<file path="config.mk">
export PLATFORM = sky130hd
export DESIGN_NAME = ext_bus_wait_ctrl
export DESIGN_NICKNAME = d
export VERILOG_FILES = /design/src/hdl/ext_bus_wait_pkg.sv /design/src/hdl/ext_bus_wait_ctrl.sv /design/src/hdl/pin_sync3.sv
export SDC_FILE = /design/constraint.sdc
export NUM_CORES = 1
export LEC_CHECK = 0
export BUFFER_PORTS_ARGS = -buffer_cell sky130_fd_sc_hd__buf_2
export CAP_MARGIN = 25
export CORE_UTILIZATION = 30
export DETAILED_ROUTE_END_ITERATION = 8
export GPL_ROUTABILITY_DRIVEN = 0
export HOLD_SLACK_MARGIN = 0.1
export SKIP_LAST_GASP = 1
export SYNTH_ARGS = -nofsm -noshare
export SYNTH_HDL_FRONTEND = slang
export SYNTH_SLANG_ARGS = --single-unit
export TNS_END_PERCENT = 50
</file>
<file path="constraint.sdc">
create_clock -name REF_CLK_I -period 3.04 [get_ports REF_CLK_I]
set_clock_uncertainty 0.05 [all_clocks]
set_input_delay 0.152 -clock REF_CLK_I [delete_from_list [all_inputs] [get_ports REF_CLK_I]]
set_output_delay 0.152 -clock REF_CLK_I [all_outputs]
set_load 0.1 [all_outputs]
</file>
<file path="src/hdl/ext_bus_wait_pkg.sv">
// Shared constants and types of the external bus wait controller.
package ext_bus_wait_pkg;

   // ***************************************************************
   // Control register layout.
   // ***************************************************************

   // Width of the second system control register.
   localparam int unsigned SCR_WIDTH = 8;
   // Lowest bit of the wait-select field.
   localparam int unsigned WAIT_SEL_LSB = 6;
   // Highest bit of the wait-select field.
   localparam int unsigned WAIT_SEL_MSB = 7;
   // Value of the whole control register after reset.
   localparam logic [7:0] SCR_RESET = 8'h00;
   // Value of the wait-select field after reset, the slowest timing.
   localparam logic [1:0] WAIT_SEL_RESET = 2'h0;

   // ***************************************************************
   // Wait-select field encodings.
   // ***************************************************************

   // Slow timing, normal write strobe.
   localparam logic [1:0] SEL_SLOW = 2'h0;
   // Slow timing with the widened memory write strobe.
   localparam logic [1:0] SEL_SLOW_WIDE = 2'h1;
   // Fast upper memory half, slow lower half.
   localparam logic [1:0] SEL_SPLIT = 2'h2;
   // Fast memory in both halves.
   localparam logic [1:0] SEL_FAST = 2'h3;

   // ***************************************************************
   // Address map and wait counts.
   // ***************************************************************

   // Width of the physical address, a 1MB space.
   localparam int unsigned PHYS_ADDR_WIDTH = 20;
   // Address bit that marks the upper half (80000 and above).
   localparam int unsigned UPPER_HALF_BIT = 19;
   // Width of the wait counter.
   localparam int unsigned WAIT_CNT_WIDTH = 2;
   // No wait state.
   localparam logic [1:0] WAITS_ZERO = 2'h0;
   // One wait state.
   localparam logic [1:0] WAITS_ONE = 2'h1;
   // Two wait states.
   localparam logic [1:0] WAITS_TWO = 2'h2;

   // ***************************************************************
   // Sequencer states.
   // ***************************************************************

   // Idle, access running, and widened write tail.
   typedef enum logic [1:0] {
      ST_IDLE = 2'b00,
      ST_ACTIVE = 2'b01,
      ST_WIDE = 2'b10
   } bus_state_t;

endpackage : ext_bus_wait_pkg

</file>
<file path="src/hdl/ext_bus_wait_ctrl.sv">
// External bus interface unit with its wait state controller.
//
// What this block does
// - Wait count chosen by control bits 7:6.
// - Field 00/01: memory one wait, I/O two.
// - Field 10/11: faster upper memory, I/O one.
// - Field 01 widens the memory write strobe.
// - Memory split in halves on address bit 19.
// - Internal strobes become four external strobes.
// - On-chip accesses leave external strobes high.
// - On-chip accesses always get zero waits.
// - Own wait merged with external wait request.
// - Zero-wait accesses ignore the external request.
// - External waits follow the controller's waits.
// - CPU waits while its wait input low.
// - I/O strobes two cycles, memory one minimum.
`timescale 1ns/1ps
module ext_bus_wait_ctrl
   import ext_bus_wait_pkg::*;
(
   input wire logic REF_CLK_I,
   input wire logic SYS_RST_I,
   input wire logic INT_MEM_READ_N_I,
   input wire logic INT_MEM_WRITE_N_I,
   input wire logic INT_IO_READ_N_I,
   input wire logic INT_IO_WRITE_N_I,
   input wire logic ON_CHIP_I,
   input wire logic [19:0] PHYS_ADDR_I,
   input wire logic [7:0] WR_DATA_I,
   input wire logic SCR_WRITE_I,
   input wire logic [7:0] SCR_DATA_I,
   input wire logic EXT_WAIT_REQUEST_I,
   output logic EXT_MEM_READ_STROBE_N_O,
   output logic EXT_MEM_WRITE_STROBE_N_O,
   output logic EXT_IO_READ_STROBE_N_O,
   output logic EXT_IO_WRITE_STROBE_N_O,
   output logic [19:0] EXT_ADDR_O,
   output logic [7:0] EXT_WDATA_O,
   output logic CPU_WAIT_N_O,
   output logic [7:0] SYSTEM_CONTROL_REG_B_O
);

   // ***************************************************************
   // Declarations.
   // ***************************************************************

   // Sequencer state and its next value.
   bus_state_t state_reg;
   bus_state_t state_next;
   // Controller wait states still to insert.
   logic [1:0] wait_cnt_reg;
   // The running access may be stretched by the external request.
   logic ext_ok_reg;
   // The running access is a widened memory write.
   logic wide_reg;
   // Filtered external wait request.
   logic ext_wait;
   // Some internal strobe is active.
   logic any_strobe;
   // Internal I/O strobe is active.
   logic is_io;
   // Start of an external access in this cycle.
   logic start;
   // Wait states for the access being started.
   logic [1:0] start_waits;
   // Internal strobe of the running access is still active.
   logic strobe_held;

   // Computes the controller wait count for one external access.
   function automatic logic [1:0] wait_count(input logic [1:0] sel,
                                             input logic io,
                                             input logic upper);
      logic [1:0] n;
      n = WAITS_ONE;
      case (sel)
         SEL_SLOW, SEL_SLOW_WIDE:
         begin
            n = io ? WAITS_TWO : WAITS_ONE;
         end
         SEL_SPLIT:
         begin
            n = (io || !upper) ? WAITS_ONE : WAITS_ZERO;
         end
         SEL_FAST:
         begin
            n = io ? WAITS_ONE : WAITS_ZERO;
         end
         default:
         begin
            n = WAITS_ONE;
         end
      endcase
      return n;
   endfunction

   // ***************************************************************
   // External wait request input.
   // ***************************************************************

   // Brings the asynchronous pin into the clock domain.
   pin_sync3 u_wait_sync (
      .clk_i(REF_CLK_I),
      .rst_i(SYS_RST_I),
      .pin_i(EXT_WAIT_REQUEST_I),
      .level_o(ext_wait)
   );

   // ***************************************************************
   // Access decode.
   // ***************************************************************

   // Classifies the internal strobes and picks the wait count.
   always_comb
   begin
      is_io = !INT_IO_READ_N_I || !INT_IO_WRITE_N_I;
      any_strobe = is_io || !INT_MEM_READ_N_I || !INT_MEM_WRITE_N_I;
      // On-chip targets never start an external access.
      start = (state_reg == ST_IDLE) && any_strobe && !ON_CHIP_I;
      start_waits = wait_count(
         SYSTEM_CONTROL_REG_B_O[WAIT_SEL_MSB:WAIT_SEL_LSB],
         is_io, PHYS_ADDR_I[UPPER_HALF_BIT]);
   end

   // True while the strobe kind that started the access stays active.
   always_comb
   begin
      strobe_held = (!EXT_MEM_READ_STROBE_N_O && !INT_MEM_READ_N_I) ||
                    (!EXT_MEM_WRITE_STROBE_N_O && !INT_MEM_WRITE_N_I) ||
                    (!EXT_IO_READ_STROBE_N_O && !INT_IO_READ_N_I) ||
                    (!EXT_IO_WRITE_STROBE_N_O && !INT_IO_WRITE_N_I);
   end

   // ***************************************************************
   // Control register.
   // ***************************************************************

   // Holds the wait-select field; it powers up at the slowest timing.
   always_ff @(posedge REF_CLK_I or posedge SYS_RST_I)
   begin
      if (SYS_RST_I)
      begin
         SYSTEM_CONTROL_REG_B_O <= SCR_RESET;
      end
      else if (SCR_WRITE_I)
      begin
         SYSTEM_CONTROL_REG_B_O <= SCR_DATA_I;
      end
   end

   // ***************************************************************
   // Sequencer.
   // ***************************************************************

   // Chooses the next state from the internal strobes.
   always_comb
   begin
      state_next = state_reg;
      case (state_reg)
         ST_IDLE:
         begin
            if (start)
            begin
               state_next = ST_ACTIVE;
            end
         end
         ST_ACTIVE:
         begin
            // The CPU ends its strobe only after the last wait.
            if (!strobe_held)
            begin
               state_next = wide_reg ? ST_WIDE : ST_IDLE;
            end
         end
         ST_WIDE:
         begin
            state_next = ST_IDLE;
         end
         default:
         begin
            state_next = ST_IDLE;
         end
      endcase
   end

   // Advances the sequencer.
   always_ff @(posedge REF_CLK_I or posedge SYS_RST_I)
   begin
      if (SYS_RST_I)
      begin
         state_reg <= ST_IDLE;
      end
      else
      begin
         state_reg <= state_next;
      end
   end

   // Latches the per-access attributes at the start.
   always_ff @(posedge REF_CLK_I or posedge SYS_RST_I)
   begin
      if (SYS_RST_I)
      begin
         ext_ok_reg <= 1'b0;
         wide_reg <= 1'b0;
      end
      else if (start)
      begin
         // Zero-wait accesses never look at the request pin.
         ext_ok_reg <= (start_waits != WAITS_ZERO);
         wide_reg <= !INT_MEM_WRITE_N_I &&
            (SYSTEM_CONTROL_REG_B_O[WAIT_SEL_MSB:WAIT_SEL_LSB] ==
             SEL_SLOW_WIDE);
      end
   end

   // ***************************************************************
   // Wait generation.
   // ***************************************************************

   // Counts the controller waits, then lets the pin add more.
   always_ff @(posedge REF_CLK_I or posedge SYS_RST_I)
   begin
      if (SYS_RST_I)
      begin
         wait_cnt_reg <= WAITS_ZERO;
         CPU_WAIT_N_O <= 1'b1;
      end
      else if (start)
      begin
         wait_cnt_reg <= start_waits;
         CPU_WAIT_N_O <= (start_waits == WAITS_ZERO);
      end
      else if (state_reg == ST_ACTIVE && wait_cnt_reg > WAITS_ONE)
      begin
         wait_cnt_reg <= wait_cnt_reg - WAITS_ONE;
         CPU_WAIT_N_O <= 1'b0;
      end
      else if (state_reg == ST_ACTIVE && strobe_held)
      begin
         // External waits come after the controller's own.
         wait_cnt_reg <= WAITS_ZERO;
         CPU_WAIT_N_O <= !(ext_ok_reg && ext_wait);
      end
      else
      begin
         wait_cnt_reg <= WAITS_ZERO;
         CPU_WAIT_N_O <= 1'b1;
      end
   end

   // ***************************************************************
   // External strobes, address and data.
   // ***************************************************************

   // Drives the strobe that matches the internal one.
   always_ff @(posedge REF_CLK_I or posedge SYS_RST_I)
   begin
      if (SYS_RST_I)
      begin
         EXT_MEM_READ_STROBE_N_O <= 1'b1;
         EXT_MEM_WRITE_STROBE_N_O <= 1'b1;
         EXT_IO_READ_STROBE_N_O <= 1'b1;
         EXT_IO_WRITE_STROBE_N_O <= 1'b1;
      end
      else if (start)
      begin
         EXT_MEM_READ_STROBE_N_O <= INT_MEM_READ_N_I;
         EXT_MEM_WRITE_STROBE_N_O <= INT_MEM_WRITE_N_I;
         EXT_IO_READ_STROBE_N_O <= INT_IO_READ_N_I;
         EXT_IO_WRITE_STROBE_N_O <= INT_IO_WRITE_N_I;
      end
      else if (state_next == ST_IDLE)
      begin
         EXT_MEM_READ_STROBE_N_O <= 1'b1;
         EXT_MEM_WRITE_STROBE_N_O <= 1'b1;
         EXT_IO_READ_STROBE_N_O <= 1'b1;
         EXT_IO_WRITE_STROBE_N_O <= 1'b1;
      end
   end

   // Captures address and data once and holds them to the end.
   always_ff @(posedge REF_CLK_I or posedge SYS_RST_I)
   begin
      if (SYS_RST_I)
      begin
         EXT_ADDR_O <= 20'h00000;
         EXT_WDATA_O <= 8'h00;
      end
      else if (start)
      begin
         EXT_ADDR_O <= PHYS_ADDR_I;
         EXT_WDATA_O <= WR_DATA_I;
      end
   end
endmodule // ext_bus_wait_ctrl

</file>
<file path="src/hdl/pin_sync3.sv">
// Three-stage input synchroniser with an agreement filter.
`timescale 1ns/1ps
module pin_sync3
   import ext_bus_wait_pkg::*;
(
   input wire logic clk_i,
   input wire logic rst_i,
   input wire logic pin_i,
   output logic level_o
);

   // First stage; read only by the second stage.
   logic meta_reg;
   // Second stage.
   logic stage2_reg;
   // Third stage.
   logic stage3_reg;

   // ***************************************************************
   // Synchroniser chain.
   // ***************************************************************

   // Shifts the pin through three flip-flops to settle metastability.
   always_ff @(posedge clk_i or posedge rst_i)
   begin
      if (rst_i)
      begin
         meta_reg <= 1'b0;
         stage2_reg <= 1'b0;
         stage3_reg <= 1'b0;
      end
      else
      begin
         meta_reg <= pin_i;
         stage2_reg <= meta_reg;
         stage3_reg <= stage2_reg;
      end
   end

   // ***************************************************************
   // Agreement filter.
   // ***************************************************************

   // Takes a new level only once the second and third stages agree.
   always_ff @(posedge clk_i or posedge rst_i)
   begin
      if (rst_i)
      begin
         level_o <= 1'b0;
      end
      else if (stage2_reg == stage3_reg)
      begin
         level_o <= stage3_reg;
      end
   end

endmodule // pin_sync3

</file>
==> impl_metrics.prom <==
# TYPE chip_impl_metric gauge
chip_impl_metric{name="first_global_vias",unit=""} 1494
chip_impl_metric{name="report.final.slew_viol_count",unit=""} 0
chip_impl_metric{name="synth-seq-cells",unit=""} 51
chip_impl_info{name="layout_commonest_cell",value="buf_2"} 1
chip_impl_info{name="layout.cells.most_common_list",value="85 x buf_2, 46 x dfrtp_1, 42 x dlygate4sd3_1"} 1
chip_impl_metric{name="dp.final_hpwl",unit="mm"} 3.013
chip_impl_metric{name="rows",unit=""} 30
chip_impl_metric{name="clk-insertion-delay-late",unit="ns"} 0.29
chip_impl_metric{name="fmax",unit="MHz"} 469.7
chip_impl_metric{name="i_o_pins",unit=""} 86
chip_impl_metric{name="worst-endpoint-arrival",unit="ns"} 2.27
chip_impl_metric{name="timing.slew.headroom",unit=""} 0.3272
chip_impl_info{name="cts_tree",value="built"} 1
chip_impl_metric{name="drt.antenna.violating_nets",unit=""} 0
chip_impl_metric{name="count_of_synthesis_stage_warnings_from_yosys",unit=""} 0
chip_impl_info{name="timing.critical_path.max_delay_family",value="simple AND/OR/NAND/NOR gates"} 1
chip_impl_metric{name="r2r.worst_path.cells",unit=""} 3
chip_impl_metric{name="final_nets",unit=""} 302
chip_impl_metric{name="io_buffers",unit=""} 85
chip_impl_metric{name="clock_path_buffers",unit=""} 2
chip_impl_metric{name="groute.usage.overall",unit=""} 0.1290
chip_impl_metric{name="synthCells",unit=""} 127
chip_impl_metric{name="synth.net_count",unit=""} 173
chip_impl_info{name="grt_setup_unrepaired",value="no"} 1
chip_impl_metric{name="yosysSeqAreaShare",unit=""} 0.6156
chip_impl_info{name="highest_delay_cell_along_the_critical_path",value="or2_2"} 1
chip_impl_metric{name="initial_antenna_violation_count",unit=""} 0
chip_impl_info{name="startpoint_to_endpoint_class_of_the_critical_path",value="input port to register"} 1
chip_impl_metric{name="grt.met3_usage",unit=""} 0.03307
chip_impl_metric{name="initial_core_util",unit=""} 0.3083
chip_impl_metric{name="drtPass1Iterations",unit=""} 4
chip_impl_metric{name="worst-endpoint-required",unit="ns"} 3.18
chip_impl_info{name="worst_setup_path_endpoint",value="EXT_ADDR_O[18]"} 1
chip_impl_metric{name="post-route-drc-count",unit=""} 0
chip_impl_metric{name="cts_inserted_buffers",unit=""} 5
chip_impl_metric{name="cts.htree.levels",unit=""} 2
chip_impl_metric{name="final.fill_count",unit=""} 610
chip_impl_info{name="regMostFlops",value="EXT_ADDR_O"} 1
chip_impl_metric{name="setup_tns",unit="ns"} 0
chip_impl_metric{name="globalRouteOverflowTotal",unit=""} 0
chip_impl_metric{name="max-cap-violations",unit=""} 0
chip_impl_metric{name="synth_to_layout_area_growth",unit="%"} 47.57
chip_impl_info{name="worst_setup_path_start",value="INT_IO_WRITE_N_I"} 1
chip_impl_metric{name="post-route-min-period",unit="ns"} 2.129
chip_impl_metric{name="met1_usage",unit=""} 0.1546
chip_impl_info{name="outcome",value="complete, no violations"} 1
chip_impl_info{name="largest_registers",value="EXT_ADDR_O: 20 flops, EXT_WDATA_O: 8 flops, SYSTEM_CONTROL_REG_B_O: 8 flops"} 1
chip_impl_metric{name="cts.clk_slew.worst_paths",unit="ns"} 0.10
chip_impl_metric{name="final-setup-viol-count",unit=""} 0
chip_impl_info{name="synth.area.top_cells",value="dfrtp_1 55%, mux2_4 17%, mux2_2 6.5%"} 1
chip_impl_metric{name="crit_path_max_incr_delay",unit="ns"} 0.79
chip_impl_metric{name="fp.dieW",unit="µm"} 85.33
chip_impl_metric{name="design.core.area",unit="µm²"} 6756
chip_impl_metric{name="synth_top_cell_area_share",unit=""} 0.5526
chip_impl_info{name="crit-reg2reg-capture",value="EXT_WDATA_O[5]"} 1
chip_impl_metric{name="dr_total_vias",unit=""} 1462
chip_impl_metric{name="antenna_cells",unit=""} 0
chip_impl_info{name="timing.critical_path.from_type",value="input port"} 1
chip_impl_metric{name="yosys.cell_types.count",unit=""} 29
chip_impl_info{name="cell_taking_the_most_area_after_synthesis",value="dfrtp_1"} 1
chip_impl_metric{name="drt_wl_total",unit="mm"} 4.605
chip_impl_metric{name="floorplan.die_area",unit="µm²"} 7281
chip_impl_metric{name="final_layout_size_suffix_gt1_frac",unit=""} 0.5409
chip_impl_metric{name="synth.cell_area",unit="µm²"} 2083
chip_impl_metric{name="routedWlPerCell",unit="µm"} 13.66
chip_impl_metric{name="grt_start_max_net_pins",unit=""} 38
chip_impl_metric{name="finalCritPeriodShare",unit=""} 0.7003
chip_impl_info{name="cells_traversed_along_the_worst_timing_path",value="dlygate4sd3_1 -> buf_2 -> and4_1 -> or2_2 -> mux2_2"} 1
chip_impl_metric{name="cp.buffers_inverters",unit=""} 2
chip_impl_metric{name="setup.reg_to_reg.worst_slack",unit="ns"} 0.91
chip_impl_metric{name="floorplan.die.height",unit="µm"} 85.33
chip_impl_info{name="most_crowded_layer_after_global_routing",value="met2"} 1
chip_impl_metric{name="clkSinkCount",unit=""} 51
chip_impl_metric{name="dr.first_iter.drc_count",unit=""} 43
chip_impl_info{name="root_buffer",value="clkbuf_8"} 1
chip_impl_info{name="timing.rr.start",value="state_reg[0]"} 1
chip_impl_metric{name="largest_register_ff_count",unit=""} 20
chip_impl_metric{name="timing.final.hold_violations",unit=""} 0
chip_impl_metric{name="first_pass_grt_wire_length",unit="mm"} 7.238
chip_impl_metric{name="critical_path_depth",unit=""} 5
chip_impl_info{name="worstHoldPathType",value="input port to register"} 1
chip_impl_metric{name="syn_area_per_cell",unit="µm²"} 16.40
chip_impl_metric{name="viasPerCell",unit=""} 4.338
chip_impl_info{name="end_kind",value="register"} 1
chip_impl_metric{name="crit_path_max_fanout",unit=""} 34
chip_impl_metric{name="met2_usage",unit=""} 0.2236
chip_impl_metric{name="worst-slew-pin-transition",unit="ns"} 1.009
how the worst min path moves through the flow:
stage	depth (start not counted)	end	from	slack, ns
floorplan	0	u_wait_sync.meta_reg	EXT_WAIT_REQUEST_I	0.13
global placement	1	u_wait_sync.meta_reg	EXT_WAIT_REQUEST_I	0.21
detailed placement	2	EXT_ADDR_O[6]	SYS_RST_I	0.09
CTS	2	SYSTEM_CONTROL_REG_B_O[1]	SCR_WRITE_I	0.19
global route	2	SYSTEM_CONTROL_REG_B_O[3]	SCR_WRITE_I	0.21
finish	2	SYSTEM_CONTROL_REG_B_O[1]	SCR_WRITE_I	0.21
area by class of cell:
| type | count | area (µm²) | share of cell area |
|---|---|---|---|
| well taps | 80 | 100.1 | 0.03256 |
| clock buffers | 6 | 82.58 | 0.02686 |
| inverters | 5 | 18.77 | 0.006105 |
| multi-input cells | 65 | 710.7 | 0.2312 |
| repair buffers | 128 | 865.8 | 0.2816 |
| clock inverters | 2 | 13.76 | 0.004477 |
| flip-flops and latches | 51 | 1282 | 0.4172 |
stage by stage:
step / area, µm² / utilization / worst slack, ns / instances / hold slack, ns
5_1_grt: 3074 / 0.4550 / 0.8273 / 337 / 0.2057
2_1_floorplan: 2083 / - / 1.254 / 127 / 0.1334
3_3_place_gp: 2537 / 0.3756 / 0.9410 / 286 / 0.2128
3_5_place_dp: 2557 / 0.3785 / 0.9108 / 287 / 0.08716
4_1_cts: 3074 / 0.4550 / 0.9145 / 337 / 0.1948
6_report: 3074 / 0.4550 / 0.9111 / 337 / 0.2064
kinds of logic (layout without fill, tap and decap cells):
group	count (synthesis)	in the layout	synth area share
DFF	51	51	0.6156
muxes	36	36	0.2378
AOI/OAI and AO/OA	16	16	0.06006
and+or+nand+nor	11	11	0.03244
buffers and inverters	11	141	0.04324
adders and majority gates	2	2	0.01081
synth_stat cells (all sizes together):
cell	instances
a21o	1
a21oi	2
a31o	1
and4	1
buf	5
clkbuf	1
dfrtp	46
dfstp	5
ha	1
inv	5
maj3	1
mux2	36
nand2	2
nand2b	1
nand3b	1
nor2b	1
nor3	2
nor4b	1
o2111ai	2
o21ai	2
o22a	4
o22ai	2
o31ai	1
o32ai	1
or2	1
or3	1
layer usage:
layer | vias up | share of wire
met5 | - | 0
met4 | 0 | 0.0059
met3 | 2 | 0.040
met2 | 39 | 0.54
met1 | 709 | 0.42
li1 | 712 | -
repair_timing:
action	in CTS	in global routing
endpoints found under the setup margin	0	0
hold buffers	42	0
setup buffers	0	0
resized for setup	0	0
hold endpoints to repair	82	0
Power is not shown: default switching activity piles up to over one toggle a cycle in this logic, so the estimate is an artifact.
